## config.mk

```make
export PLATFORM = sky130hd
export DESIGN_NAME = swdrg_top
export DESIGN_NICKNAME = d
export VERILOG_FILES = /design/src/swdrg_tick_gen.v /design/src/swdrg_top.v
export VERILOG_INCLUDE_DIRS = /design/src
export SDC_FILE = /design/constraint.sdc
export NUM_CORES = 1
export LEC_CHECK = 0
export ABC_AREA = 1
export BUFFER_PORTS_ARGS = -buffer_cell sky130_fd_sc_hd__buf_2
export CAP_MARGIN = 20
export CORE_ASPECT_RATIO = 0.8
export CORE_UTILIZATION = 55
export CTS_BUF_LIST = sky130_fd_sc_hd__clkbuf_16
export DETAILED_ROUTE_END_ITERATION = 7
export HOLD_SLACK_MARGIN = 0.05
export PLACE_DENSITY = 0.74
export SLEW_MARGIN = 30
export SYNTH_ARGS = -nofsm -noshare
export SYNTH_HDL_FRONTEND = slang
export SYNTH_SLANG_ARGS = --single-unit
```

## constraint.sdc

```tcl
create_clock -name clk_sys_i -period 4.82 [get_ports clk_sys_i]
set_clock_uncertainty 0.2 [all_clocks]
set_input_delay 0.482 -clock clk_sys_i [delete_from_list [all_inputs] [get_ports clk_sys_i]]
set_output_delay 0.482 -clock clk_sys_i [all_outputs]
set_load 0.1 [all_outputs]
```

## src/swdrg_defines.vh

```
// Constants for the supervisor, watchdog and reset gate block.
// Assumes a 10 MHz system clock; included by bare name.
`ifndef SWDRG_DEFINES_VH
`define SWDRG_DEFINES_VH

// ============================================================
// System clock.
`define SWDRG_CLK_HZ          10000000
// ============================================================
// Internal oscillator period in ns (arbitrary plain rate, 1 kHz tick).
`define SWDRG_INT_TICK_NS     1000000
`define SWDRG_INT_TICK_CYC    (`SWDRG_INT_TICK_NS / 100)
// Internal periods in ms.
`define SWDRG_WD_FAST_MS      100
`define SWDRG_WD_SLOW_MS      1600
`define SWDRG_RST_MS          200
// Internal periods as tick counts of the 1 kHz timebase (100, 1600 and
// 200 ticks), sized to the 13-bit period counters.
`define SWDRG_WD_FAST_TK      13'h0064
`define SWDRG_WD_SLOW_TK      13'h0640
`define SWDRG_RST_TK          13'h00C8
// External timebase periods in clock cycles of the timing input
// (1024, 4096 and 2048 cycles), sized to the period counters.
`define SWDRG_EXT_WD_NORM     13'h0400
`define SWDRG_EXT_WD_LONG     13'h1000
`define SWDRG_EXT_RST         13'h0800
// ============================================================
// Chip-enable hold window after reset asserts, in ns and cycles.
`define SWDRG_CE_HOLD_NS      15000
`define SWDRG_CE_HOLD_CYC     (`SWDRG_CE_HOLD_NS / 100)
// Least kick pulse in ns and cycles (rounded up, at least one).
`define SWDRG_KICK_MIN_NS     100
`define SWDRG_KICK_MIN_CYC    ((`SWDRG_KICK_MIN_NS + 99) / 100)
// ============================================================
// Kick input level codes.
`define SWDRG_KICK_LOW        2'h0
`define SWDRG_KICK_HIGH       2'h1
`define SWDRG_KICK_FLOAT      2'h2
// Watchdog states.
`define SWDRG_ST_OFF          2'h0
`define SWDRG_ST_RUN          2'h1
`define SWDRG_ST_RST          2'h2

`endif

```

## src/swdrg_tick_gen.v

```verilog
// Timebase tick generator: one-cycle pulse per timebase period.
// Assumes the timing input is already synchronous to clk_sys_i.
`timescale 1ns/100ps
module swdrg_tick_gen #(
    parameter INT_DIV = 32'h0000_2710
) (
    // Clock and reset.
    input  wire clk_sys_i,
    input  wire reset_n_i,
    // Timebase selection.
    input  wire timebase_select_i,
    input  wire timing_input_i,
    // Tick out.
    output reg  tick_o
);
    reg [31:0] div_q;
    reg        tin_q;

    // ==========================================================
    // Internal divider or rising edge of the external timing input.
    always @(posedge clk_sys_i or negedge reset_n_i) begin
        if (!reset_n_i) begin
            div_q  <= 32'h0000_0000;
            tin_q  <= 1'b0;
            tick_o <= 1'b0;
        end else begin
            tin_q <= timing_input_i;
            if (timebase_select_i) begin
                // Internal oscillator drives the timebase.
                if (div_q >= INT_DIV - 1) begin
                    div_q  <= 32'h0000_0000;
                    tick_o <= 1'b1;
                end else begin
                    div_q  <= div_q + 32'h0000_0001;
                    tick_o <= 1'b0;
                end
            end else begin
                // External capacitor or clock: one tick per rise.
                div_q  <= 32'h0000_0000;
                tick_o <= timing_input_i & ~tin_q;
            end
        end
    end
endmodule

```

## src/swdrg_top.v

```verilog
// Supervisor top: supply switchover, low-line, power-fail, watchdog,
// reset stretch and chip-enable gating for battery-backed memory.
// Assumes all comparator results and the decoded kick level arrive
// already synchronised to clk_sys_i.
//
// Behaviour
// - Rail uses battery only when supply is below both threshold and battery, else main supply.
// - Battery flag high on battery rail, low on main rail.
// - Low-line flag follows the threshold comparator, no timeout.
// - Select high: internal timebase, timing input picks fast or slow.
// - Select low: timing input clock is the timebase.
// - Power-fail flag low when sense below 1.25V, affects nothing else.
// - Floating kick level disables the watchdog entirely.
// - Static kick past timeout: fault low and reset for reset period.
// - Fault stays low until the next kick transition, a floating kick, low supply or the battery rail.
// - Fault output high while kick floats.
// - Gated enable low only if enable low and reset released, or within the hold window.
// - Enable held at reset for 15us or until input rises.
// - Reset low below threshold and 200ms after recovery.
// - Active-high reset is inverse, open-drain style.
// - Any kick change or 100ns pulse restarts the watchdog.
// - Watchdog off, fault high, while supply low or on battery.
// - Fast internal: 100ms normal, 1.6s after reset, 200ms reset.
// - Static kick repeats 200ms reset pulses every 1.6s.
`timescale 1ns/100ps
`include "swdrg_defines.vh"
module swdrg_top #(
    parameter INT_DIV = `SWDRG_INT_TICK_CYC,
    parameter CE_HOLD = `SWDRG_CE_HOLD_CYC
) (
    // Clock and reset.
    input  wire       clk_sys_i,
    input  wire       reset_n_i,
    // Comparator results, synchronous.
    input  wire       supply_low_i,
    input  wire       supply_below_cell_i,
    input  wire       power_fail_sense_low_i,
    // Kick level and timebase pins.
    input  wire [1:0] watchdog_kick_i,
    input  wire       timebase_select_i,
    input  wire       timing_input_i,
    // Memory enable input, active low.
    input  wire       mem_enable_n_i,
    // Status outputs.
    output reg        rail_on_cell_o,
    output reg        battery_active_flag_o,
    output reg        low_line_n_o,
    output reg        power_fail_flag_n_o,
    output reg        watchdog_fault_n_o,
    // Reset outputs.
    output reg        reset_n_o,
    output reg        reset_hi_o,
    output reg        reset_hi_oe_o,
    // Gated memory enable, active low.
    output reg        mem_enable_n_o
);
    // Machine states: reset stretch and watchdog run.
    localparam [1:0] ST_RUN = 2'h1;
    localparam [1:0] ST_RST = 2'h2;

    wire        tick;
    reg  [1:0]  st_q;
    reg  [1:0]  kick_q;
    reg  [12:0] wd_cnt_q;
    reg  [12:0] rst_cnt_q;
    reg         long_q;
    reg         rst_act_q;
    reg  [31:0] ce_cnt_q;
    reg         ce_pass_q;
    reg  [12:0] wd_lim_d;
    reg  [12:0] rst_lim_d;
    wire        kick_float;
    wire        kick_edge;
    wire        wd_block;
    wire        rst_d;

    // ==========================================================
    // Timebase ticks.
    swdrg_tick_gen #(
        .INT_DIV           (INT_DIV)
    ) u_tick (
        .clk_sys_i         (clk_sys_i),
        .reset_n_i         (reset_n_i),
        .timebase_select_i (timebase_select_i),
        .timing_input_i    (timing_input_i),
        .tick_o            (tick)
    );

    // Kick decoding and restart events.
    assign kick_float = (watchdog_kick_i == `SWDRG_KICK_FLOAT);
    assign kick_edge  = (watchdog_kick_i != kick_q);
    assign wd_block   = supply_low_i | rail_on_cell_o | kick_float;

    // ==========================================================
    // Period limits for the selected timebase.
    always @* begin
        if (timebase_select_i) begin
            rst_lim_d = `SWDRG_RST_TK;
            if (!timing_input_i && !long_q)
                wd_lim_d = `SWDRG_WD_FAST_TK;
            else
                wd_lim_d = `SWDRG_WD_SLOW_TK;
        end else begin
            rst_lim_d = `SWDRG_EXT_RST;
            if (long_q)
                wd_lim_d = `SWDRG_EXT_WD_LONG;
            else
                wd_lim_d = `SWDRG_EXT_WD_NORM;
        end
    end

    // ==========================================================
    // Watchdog and reset stretch machine.
    // Restarting on any level change also covers short kick pulses,
    // since a pulse is two level changes a few cycles apart; a pulse
    // shorter than one clock cycle is seen only if it spans a rising clock edge.
    always @(posedge clk_sys_i or negedge reset_n_i) begin
        if (!reset_n_i) begin
            st_q               <= ST_RST;
            kick_q             <= `SWDRG_KICK_FLOAT;
            wd_cnt_q           <= 13'h0000;
            rst_cnt_q          <= 13'h0000;
            long_q             <= 1'b1;
            watchdog_fault_n_o <= 1'b1;
        end else begin
            kick_q <= watchdog_kick_i;
            if (kick_edge || wd_block)
                watchdog_fault_n_o <= 1'b1;
            if (supply_low_i) begin
                // Hold reset while the supply is low.
                st_q      <= ST_RST;
                rst_cnt_q <= 13'h0000;
                long_q    <= 1'b1;
            end else begin
                case (st_q)
                ST_RST: begin
                    wd_cnt_q <= 13'h0000;
                    if (tick)
                        rst_cnt_q <= rst_cnt_q + 13'h0001;
                    if (tick && rst_cnt_q >= rst_lim_d - 13'h0001) begin
                        st_q      <= ST_RUN;
                        rst_cnt_q <= 13'h0000;
                        long_q    <= 1'b1;
                    end
                end
                ST_RUN: begin
                    if (wd_block) begin
                        wd_cnt_q <= 13'h0000;
                    end else if (kick_edge) begin
                        wd_cnt_q <= 13'h0000;
                        long_q   <= 1'b0;
                    end else if (tick) begin
                        if (wd_cnt_q >= wd_lim_d - 13'h0001) begin
                            watchdog_fault_n_o <= 1'b0;
                            st_q               <= ST_RST;
                            wd_cnt_q           <= 13'h0000;
                        end else begin
                            wd_cnt_q <= wd_cnt_q + 13'h0001;
                        end
                    end
                end
                default: begin
                    st_q <= ST_RST;
                end
                endcase
            end
        end
    end

    // Reset request: low supply or any state but run.
    assign rst_d = supply_low_i | (st_q != ST_RUN);

    // ==========================================================
    // Chip-enable hold window after reset asserts.
    always @(posedge clk_sys_i or negedge reset_n_i) begin
        if (!reset_n_i) begin
            rst_act_q <= 1'b1;
            ce_cnt_q  <= 32'h0000_0000;
            ce_pass_q <= 1'b0;
        end else begin
            rst_act_q <= rst_d;
            if (!rst_d) begin
                ce_pass_q <= 1'b1;
                ce_cnt_q  <= 32'h0000_0000;
            end else if (!rst_act_q) begin
                // Reset just asserted: keep passing only if enable low.
                ce_pass_q <= ~mem_enable_n_i;
                ce_cnt_q  <= 32'h0000_0000;
            end else if (ce_pass_q) begin
                ce_cnt_q <= ce_cnt_q + 32'h0000_0001;
                if (mem_enable_n_i || ce_cnt_q >= CE_HOLD - 1)
                    ce_pass_q <= 1'b0;
            end
        end
    end

    // ==========================================================
    // Registered outputs.
    always @(posedge clk_sys_i or negedge reset_n_i) begin
        if (!reset_n_i) begin
            rail_on_cell_o        <= 1'b0;
            battery_active_flag_o <= 1'b0;
            low_line_n_o          <= 1'b0;
            power_fail_flag_n_o   <= 1'b0;
            reset_n_o             <= 1'b0;
            reset_hi_o            <= 1'b0;
            reset_hi_oe_o         <= 1'b0;
            mem_enable_n_o        <= 1'b1;
        end else begin
            // Comparator levels arrive synchronised and are used as is.
            rail_on_cell_o <= supply_low_i & supply_below_cell_i;
            battery_active_flag_o <= supply_low_i & supply_below_cell_i;
            low_line_n_o        <= ~supply_low_i;
            power_fail_flag_n_o <= ~power_fail_sense_low_i;
            reset_n_o           <= ~rst_d;
            // Open drain: never drives high, pin level set by pull.
            reset_hi_o          <= 1'b0;
            reset_hi_oe_o       <= ~rst_d;
            mem_enable_n_o <= ~(~mem_enable_n_i &
                              (~rst_d | ce_pass_q));
        end
    end
endmodule

```

==> results.yml, run 1 <==
timing:
  setup_viol_count_final: 0
  drv_slew: 0
  fin_ws_ps: 2300
  period_share_pct: 52.3
  finalHoldViolations: 0
  fmax_ghz: 0.396
  slew_headroom_pct: 47.2
  rsz0062_at_grt: "false"
  setup_tns_ps: 0
  worst_pin_slew_ps: 792
  min_period_ps: 2520
routing:
  wirelength_mm: 11.8
  num_vias: 4694
  drc_errors: 0
  first_pass_iters: 5
  via_per_inst: 5.32
  first_iter_violations: 356
  final_antenna_net_count: 0
  wl_per_cell_um: 13.4
placed_design:
  gp_congestion: 0.897
  io_buffer_count: 17
  dpl.hpwl_mm: 8.61
  pre_cts_slack_ps: 2260
setup_path:
  worstSetupEndpointType: "flop"
  reg2reg_from: "st_q[1]"
  r2r_slack_ps: 2300
  ff2ff_path_depth: 12
  path_class: "reg2reg"
  critPathLaunchType: "flop"
  worstPathRequired_ps: 4890
  cp.arrival_ps: 2590
  r2r_end: "ce_cnt_q[30]"
  crit_fanout: 22
synthesis:
  synth_area_mm2: 0.00572
  synthesis.yosys.warnings: 0
  yosys.area.top_type_share_pct: 43.3
  synth_seq_cells: 105
  avgSynthCellArea_um2: 8.11
  yosys.area.top_type: "dfrtp_1"
  ys_seq_area_share_pct: 46.1
  synthCells: 705
  synth.distinct_cells: 49
  synthTopCellsByArea: "dfrtp_1 43%, nand2_1 9.3%, inv_1 6.0%"
clock_network:
  clk_pin_slew_ps: 70
  cts_resized: 0
  htreeDepth: 3
  post-cts-setup-buffers: 0
  worstSkewPairLatency_ps: 340
  cts.sinks: 105
  clk_path_buf_depth: 2
  root_buffer: "clkbuf_16"
  cts_buffers: 9
  cts_tree: "done"
floorplanning:
  num_rows: 32
  initial_core_util_pct: 57.8
  io_pins: 19
  die_x_um: 116
  dieHeight_um: 93.2
  dieArea_mm2: 0.0108
  core-area_mm2: 0.00989
final_layout:
  final_common_cell: "nand2_1"
  final_cell_mix: "142 x nand2_1, 99 x dfrtp_1, 92 x inv_1"
  drive_above_1_share_pct: 9.77
  syn_to_final_growth_pct: 10.0
  num-fill-cells: 877
  diodes: 0
  postLayoutCoreUtil_pct: 63.6
  nets: 773
global_routing:
  grt_util_all_layers_pct: 23.9
  grt_pass1_wl_mm: 20.2
  grt-ovfl-total: 0
  first_global_vias: 4455
  antenna_found_initial: 0
  grt_max_degree: 67
run_status:
  status: "complete, no violations"
run:
  drv_cap: 0
power:
  p_per_area_mw_per_mm2: 338
  ir_worst_vdd_uv: 237
  leakage_nw: 3.02
min_path:
  hp-class: "in2async"
-- worst max-delay path by stage --
stage / end / startpoint / depth (start not counted) / slack, ps
2_1_floorplan: wd_cnt_q[8] / battery_active_flag_o / 9 / 2700
3_3_place_gp: wd_cnt_q[6] / timebase_select_i / 10 / 2390
3_5_place_dp: wd_cnt_q[6] / timebase_select_i / 10 / 2260
4_1_cts: ce_cnt_q[8] / st_q[1] / 11 / 2330
5_1_grt: ce_cnt_q[30] / st_q[1] / 12 / 2090
6_report: ce_cnt_q[30] / st_q[1] / 12 / 2300
-- cells by family (layout without fill, tap and decap cells) --
family | count (synthesis) | in the layout | share of synthesized area [%]
adder cells (fa/ha/maj) | 21 | 21 | 4.59
buffers and inverters | 110 | 134 | 7.68
other | 2 | 20 | 0.131
flip-flops | 105 | 105 | 46.1
AND/OR/NAND/NOR | 359 | 359 | 29.7
XOR/XNOR | 19 | 19 | 2.91
AO/OA/AOI/OAI | 89 | 89 | 8.92
-- Yosys cell counts (all sizes together) --
cell	n
nor3	29
a21boi	2
nor2	97
or2	2
ha	21
conb	2
dfrtp	99
nor4	6
o211a	1
a211oi	4
buf	6
or3	1
nor3b	6
o21ai	38
nand4	22
clkbuf	6
and3	2
o211ai	2
nand3	46
o32ai	1
o21bai	4
xnor2	3
a31oi	5
dfstp	6
o31ai	1
clkinv	1
o21a	2
nand2	148
inv	97
o22ai	3
xor2	16
a21oi	26
-- where the power goes --
| part | switching (W) | leakage [nW] | internal (W) |
|---|---|---|---|
| registers | 0.0000564 | 1.39 | 0.000944 |
| logic | 0.000304 | 1.49 | 0.000103 |
| clock network | 0.000318 | 0.150 | 0.000403 |
-- repair_timing --
action | 4_1_cts | 5_1_grt
hold buffers | 1 | 0
endpoints found under the hold margin | 1 | 0
endpoints found under the setup margin | 0 | 0
-- state kept, by name (all words and copies together) (netlist names) --
| register | count |
|---|---|
| power_fail_flag_n_o | 1 |
| ce_pass_q | 1 |
| kick_q | 2 |
| rst_act_q | 1 |
| rst_cnt_q | 13 |
| long_q | 1 |
| low_line_n_o | 1 |
| battery_active_flag_o | 1 |
| st_q | 2 |
| u_tick.tick_o | 1 |
| reset_hi_oe_o | 1 |
| u_tick.div_q | 32 |
| ce_cnt_q | 32 |
| watchdog_fault_n_o | 1 |
| mem_enable_n_o | 1 |
| wd_cnt_q | 13 |
| u_tick.tin_q | 1 |
-- critical path: stages, from the launching register on --
cell and delay (ps):
dfstp_2 380, inv_1 50, ha_1 210, inv_2 70, nor2_4 150, nor2_1 60, buf_4 200, nand2_1 350
inv_2 200, nor2_4 160, nand2_1 70, or2_0 210, a21oi_1 130
-- per-layer routing --
layer	track usage [%]	share of wire, %	up-vias
met1	32.6	47	2188
met5	0	0	-
met4	8.01	1.7	0
met2	37.7	45	141
met3	5.18	5.5	18
li1	-	-	2347
-- final cells by class --
class / count / area [um2] / area share (%)
clock buffers: 9 / 225 / 3.58
repair buffers: 20 / 113 / 1.79
inverters: 98 / 368 / 5.85
flip-flops and latches: 105 / 2640 / 41.9
multi-input cells: 508 / 2710 / 43.1
clock inverters: 7 / 67.6 / 1.07
well taps: 136 / 170 / 2.70
-- stage by stage --
step	area (um2)	cells	hold slack, ps	total power (W)
after floorplan	5790	723	-13.6	0.00131
after CTS	6290	883	58.0	0.00215
after detailed placement	5990	866	253	0.00142
after global placement	5990	866	251	0.00140
after global routing	6290	883	61.2	0.00224
final	6290	883	20.4	0.00213
(Power assumes the default switching activity.)
==> run 2, diff against run 1 <==
==> constraint.sdc (replaced) <==
create_clock -name clk_sys_i -period 2.45 [get_ports clk_sys_i]
set_clock_uncertainty 0.2 [all_clocks]
set_input_delay 0.245 -clock clk_sys_i [delete_from_list [all_inputs] [get_ports clk_sys_i]]
set_output_delay 0.245 -clock clk_sys_i [all_outputs]
set_load 0.1 [all_outputs]
==> results.yml, run 2 (synthesis gave the netlist of run 1 again) <==
run:
  drv_cap: 0
placed_design:
  dpl.hpwl_mm: 8.63
  pre_cts_slack_ps: 53.1
  gp_congestion: 0.904
  io_buffer_count: 17
setup_path:
  r2r_slack_ps: 150
  cp_num_buf_inv: 3
  r2r_end: "ce_cnt_q[28]"
  crit_fanout: 7
  path_common_cell: "a21oi_1"
  ff2ff_path_depth: 10
  reg2reg_from: "st_q[1]"
  cp.arrival_ps: 2390
  path_class: "in2reg"
  crit_chain: "dlygate4sd3_1 -> buf_2 -> a21oi_1 -> ha_1 -> a21oi_1 -> nor2_1 -> a211oi_1 -> nand2_2 -> o21ai_1 -> inv_1 -> nor3_1"
  worstPathRequired_ps: 2520
  cpMaxStageDelayCell: "dlygate4sd3_1"
  slowest_delay_ps: 530
  path_delay_family: "buffers and inverters"
  critPathLaunchType: "primary input"
  worstSetupEndpointType: "flop"
routing:
  first_iter_violations: 354
  num_vias: 4766
  final_antenna_net_count: 0
  drc_errors: 0
  top_layer: "met4"
  via_per_inst: 5.32
  wirelength_mm: 12.0
  drt-met1-wl_mm: 5.90
  wl_per_cell_um: 13.4
  wl_met2_mm: 5.47
  first_pass_iters: 5
  met3_wirelength_um: 458
global_routing:
  grt_max_degree: 44
  grt_pass1_wl_mm: 21.2
  antenna_found_initial: 0
  first_global_vias: 4571
  grt-ovfl-total: 0
  grt_util_all_layers_pct: 25.2
final_layout:
  largestRegisters: "ce_cnt_q: 32 flops, u_tick.div_q: 32 flops"
  final_common_cell: "nand2_1"
  num-fill-cells: 833
  postLayoutCoreUtil_pct: 65.0
  diodes: 0
  drive_above_1_share_pct: 10.4
  nets: 786
  syn_to_final_growth_pct: 12.4
  final_cell_mix: "140 x nand2_1, 99 x dfrtp_1, 94 x inv_1"
min_path:
  hold_start: "timebase_select_i"
  min_to: "u_tick.tick_o"
  holdPathStages: 2
  hp-class: "in2reg"
floorplanning:
  dieArea_mm2: 0.0108
  die_x_um: 116
  dieHeight_um: 93.2
  io_pins: 19
  initial_core_util_pct: 57.8
  core-area_mm2: 0.00989
  num_rows: 32
timing:
  fin_ws_ps: 126
  period_share_pct: 94.9
  drv_slew: 0
  rsz0062_at_grt: "false"
  fmax_ghz: 0.430
  worst_pin_slew_ps: 517
  slew_headroom_pct: 65.3
  finalHoldViolations: 0
  min_period_ps: 2320
  setup_tns_ps: 0
  setup_viol_count_final: 0
clock_network:
  clk_path_buf_depth: 2
  worstSkewPairLatency_ps: 350
  clk_pin_slew_ps: 70
  post-cts-setup-buffers: 0
  root_buffer: "clkbuf_16"
  cts_buffers: 9
  cts.sinks: 105
  htreeDepth: 3
  cts_tree: "done"
run_status:
  status: "complete, no violations"
power:
  leakage_nw: 3.08
  p_per_area_mw_per_mm2: 657
  ir_worst_vdd_uv: 464
[run 2: cell types whose count changed in the layout (fill, tap and decap cells not counted), moves of 2 or more]
cell           change
clkinv_2           -3
nand2_2            +2
buf_4              +4
clkinvlp_4         +2
dlygate4sd3_1      +8
nand2_1            -2
inv_1              +2
[run 2: layout make-up]
type	instances	area, um2	area share, %
clock buffer	9	225	3.50
multi-input combinational	508	2720	42.3
inverter	98	372	5.78
sequential	105	2640	41.0
clock inverter	7	62.6	0.973
tap	136	170	2.65
timing repair buffer	33	243	3.78
[run 2: per-layer routing]
metal / global-route usage [%] / vias up
li1: - / 2385
met1: 35.3 / 2277
met2: 39.9 / 90
met3: 4.73 / 14
met4: 7.26 / 0
met5: 0 / -
[run 2: where the power goes]
part / switching [W] / total (W) / internal [W]
clock: 0.000629 / 0.00141 / 0.000784
combinational: 0.000623 / 0.000853 / 0.000229
sequential: 0.0000979 / 0.00196 / 0.00186
total: 0.00135 / 0.00422 / 0.00287
[run 2: what timing repair did]
| action | CTS | global route |
|---|---|---|
| hold buffers | 9 | 0 |
| resized for setup | 0 | 4 |
| endpoints found under the setup margin | 0 | 15 |
| endpoints found under the hold margin | 45 | 0 |
[run 2: worst reg2reg max path, stage by stage, from the launching register on]
cell and delay, ps:
dfstp_2 540, inv_1 40, ha_1 230, inv_2 100, nor2_4 50, nor2_1 130, buf_4 300, clkinvlp_4 300
o21ai_0 240, nand2_1 70, inv_1 50
[run 2: how the worst max path moves through the flow]
stage	endpoint	cells after the start	slack, ps	start
floorplan	wd_cnt_q[8]	9	330	battery_active_flag_o
global placement	ce_cnt_q[28]	10	170	st_q[1]
detailed placement	ce_cnt_q[28]	10	50	st_q[1]
CTS	ce_pass_q	9	50	st_q[1]
global route	st_q[0]	18	4	timing_input_i
finish	wd_cnt_q[6]	11	130	timing_input_i
[run 2: stage by stage]
stage	area [um2]	cells	total power [W]	hold slack, ps
finish	6430	896	0.00422	147
global route	6430	896	0.00444	138
global placement	6040	871	0.00278	51.5
floorplan	5790	723	0.00258	-251
detailed placement	6040	871	0.00281	55.1
CTS	6420	896	0.00424	130
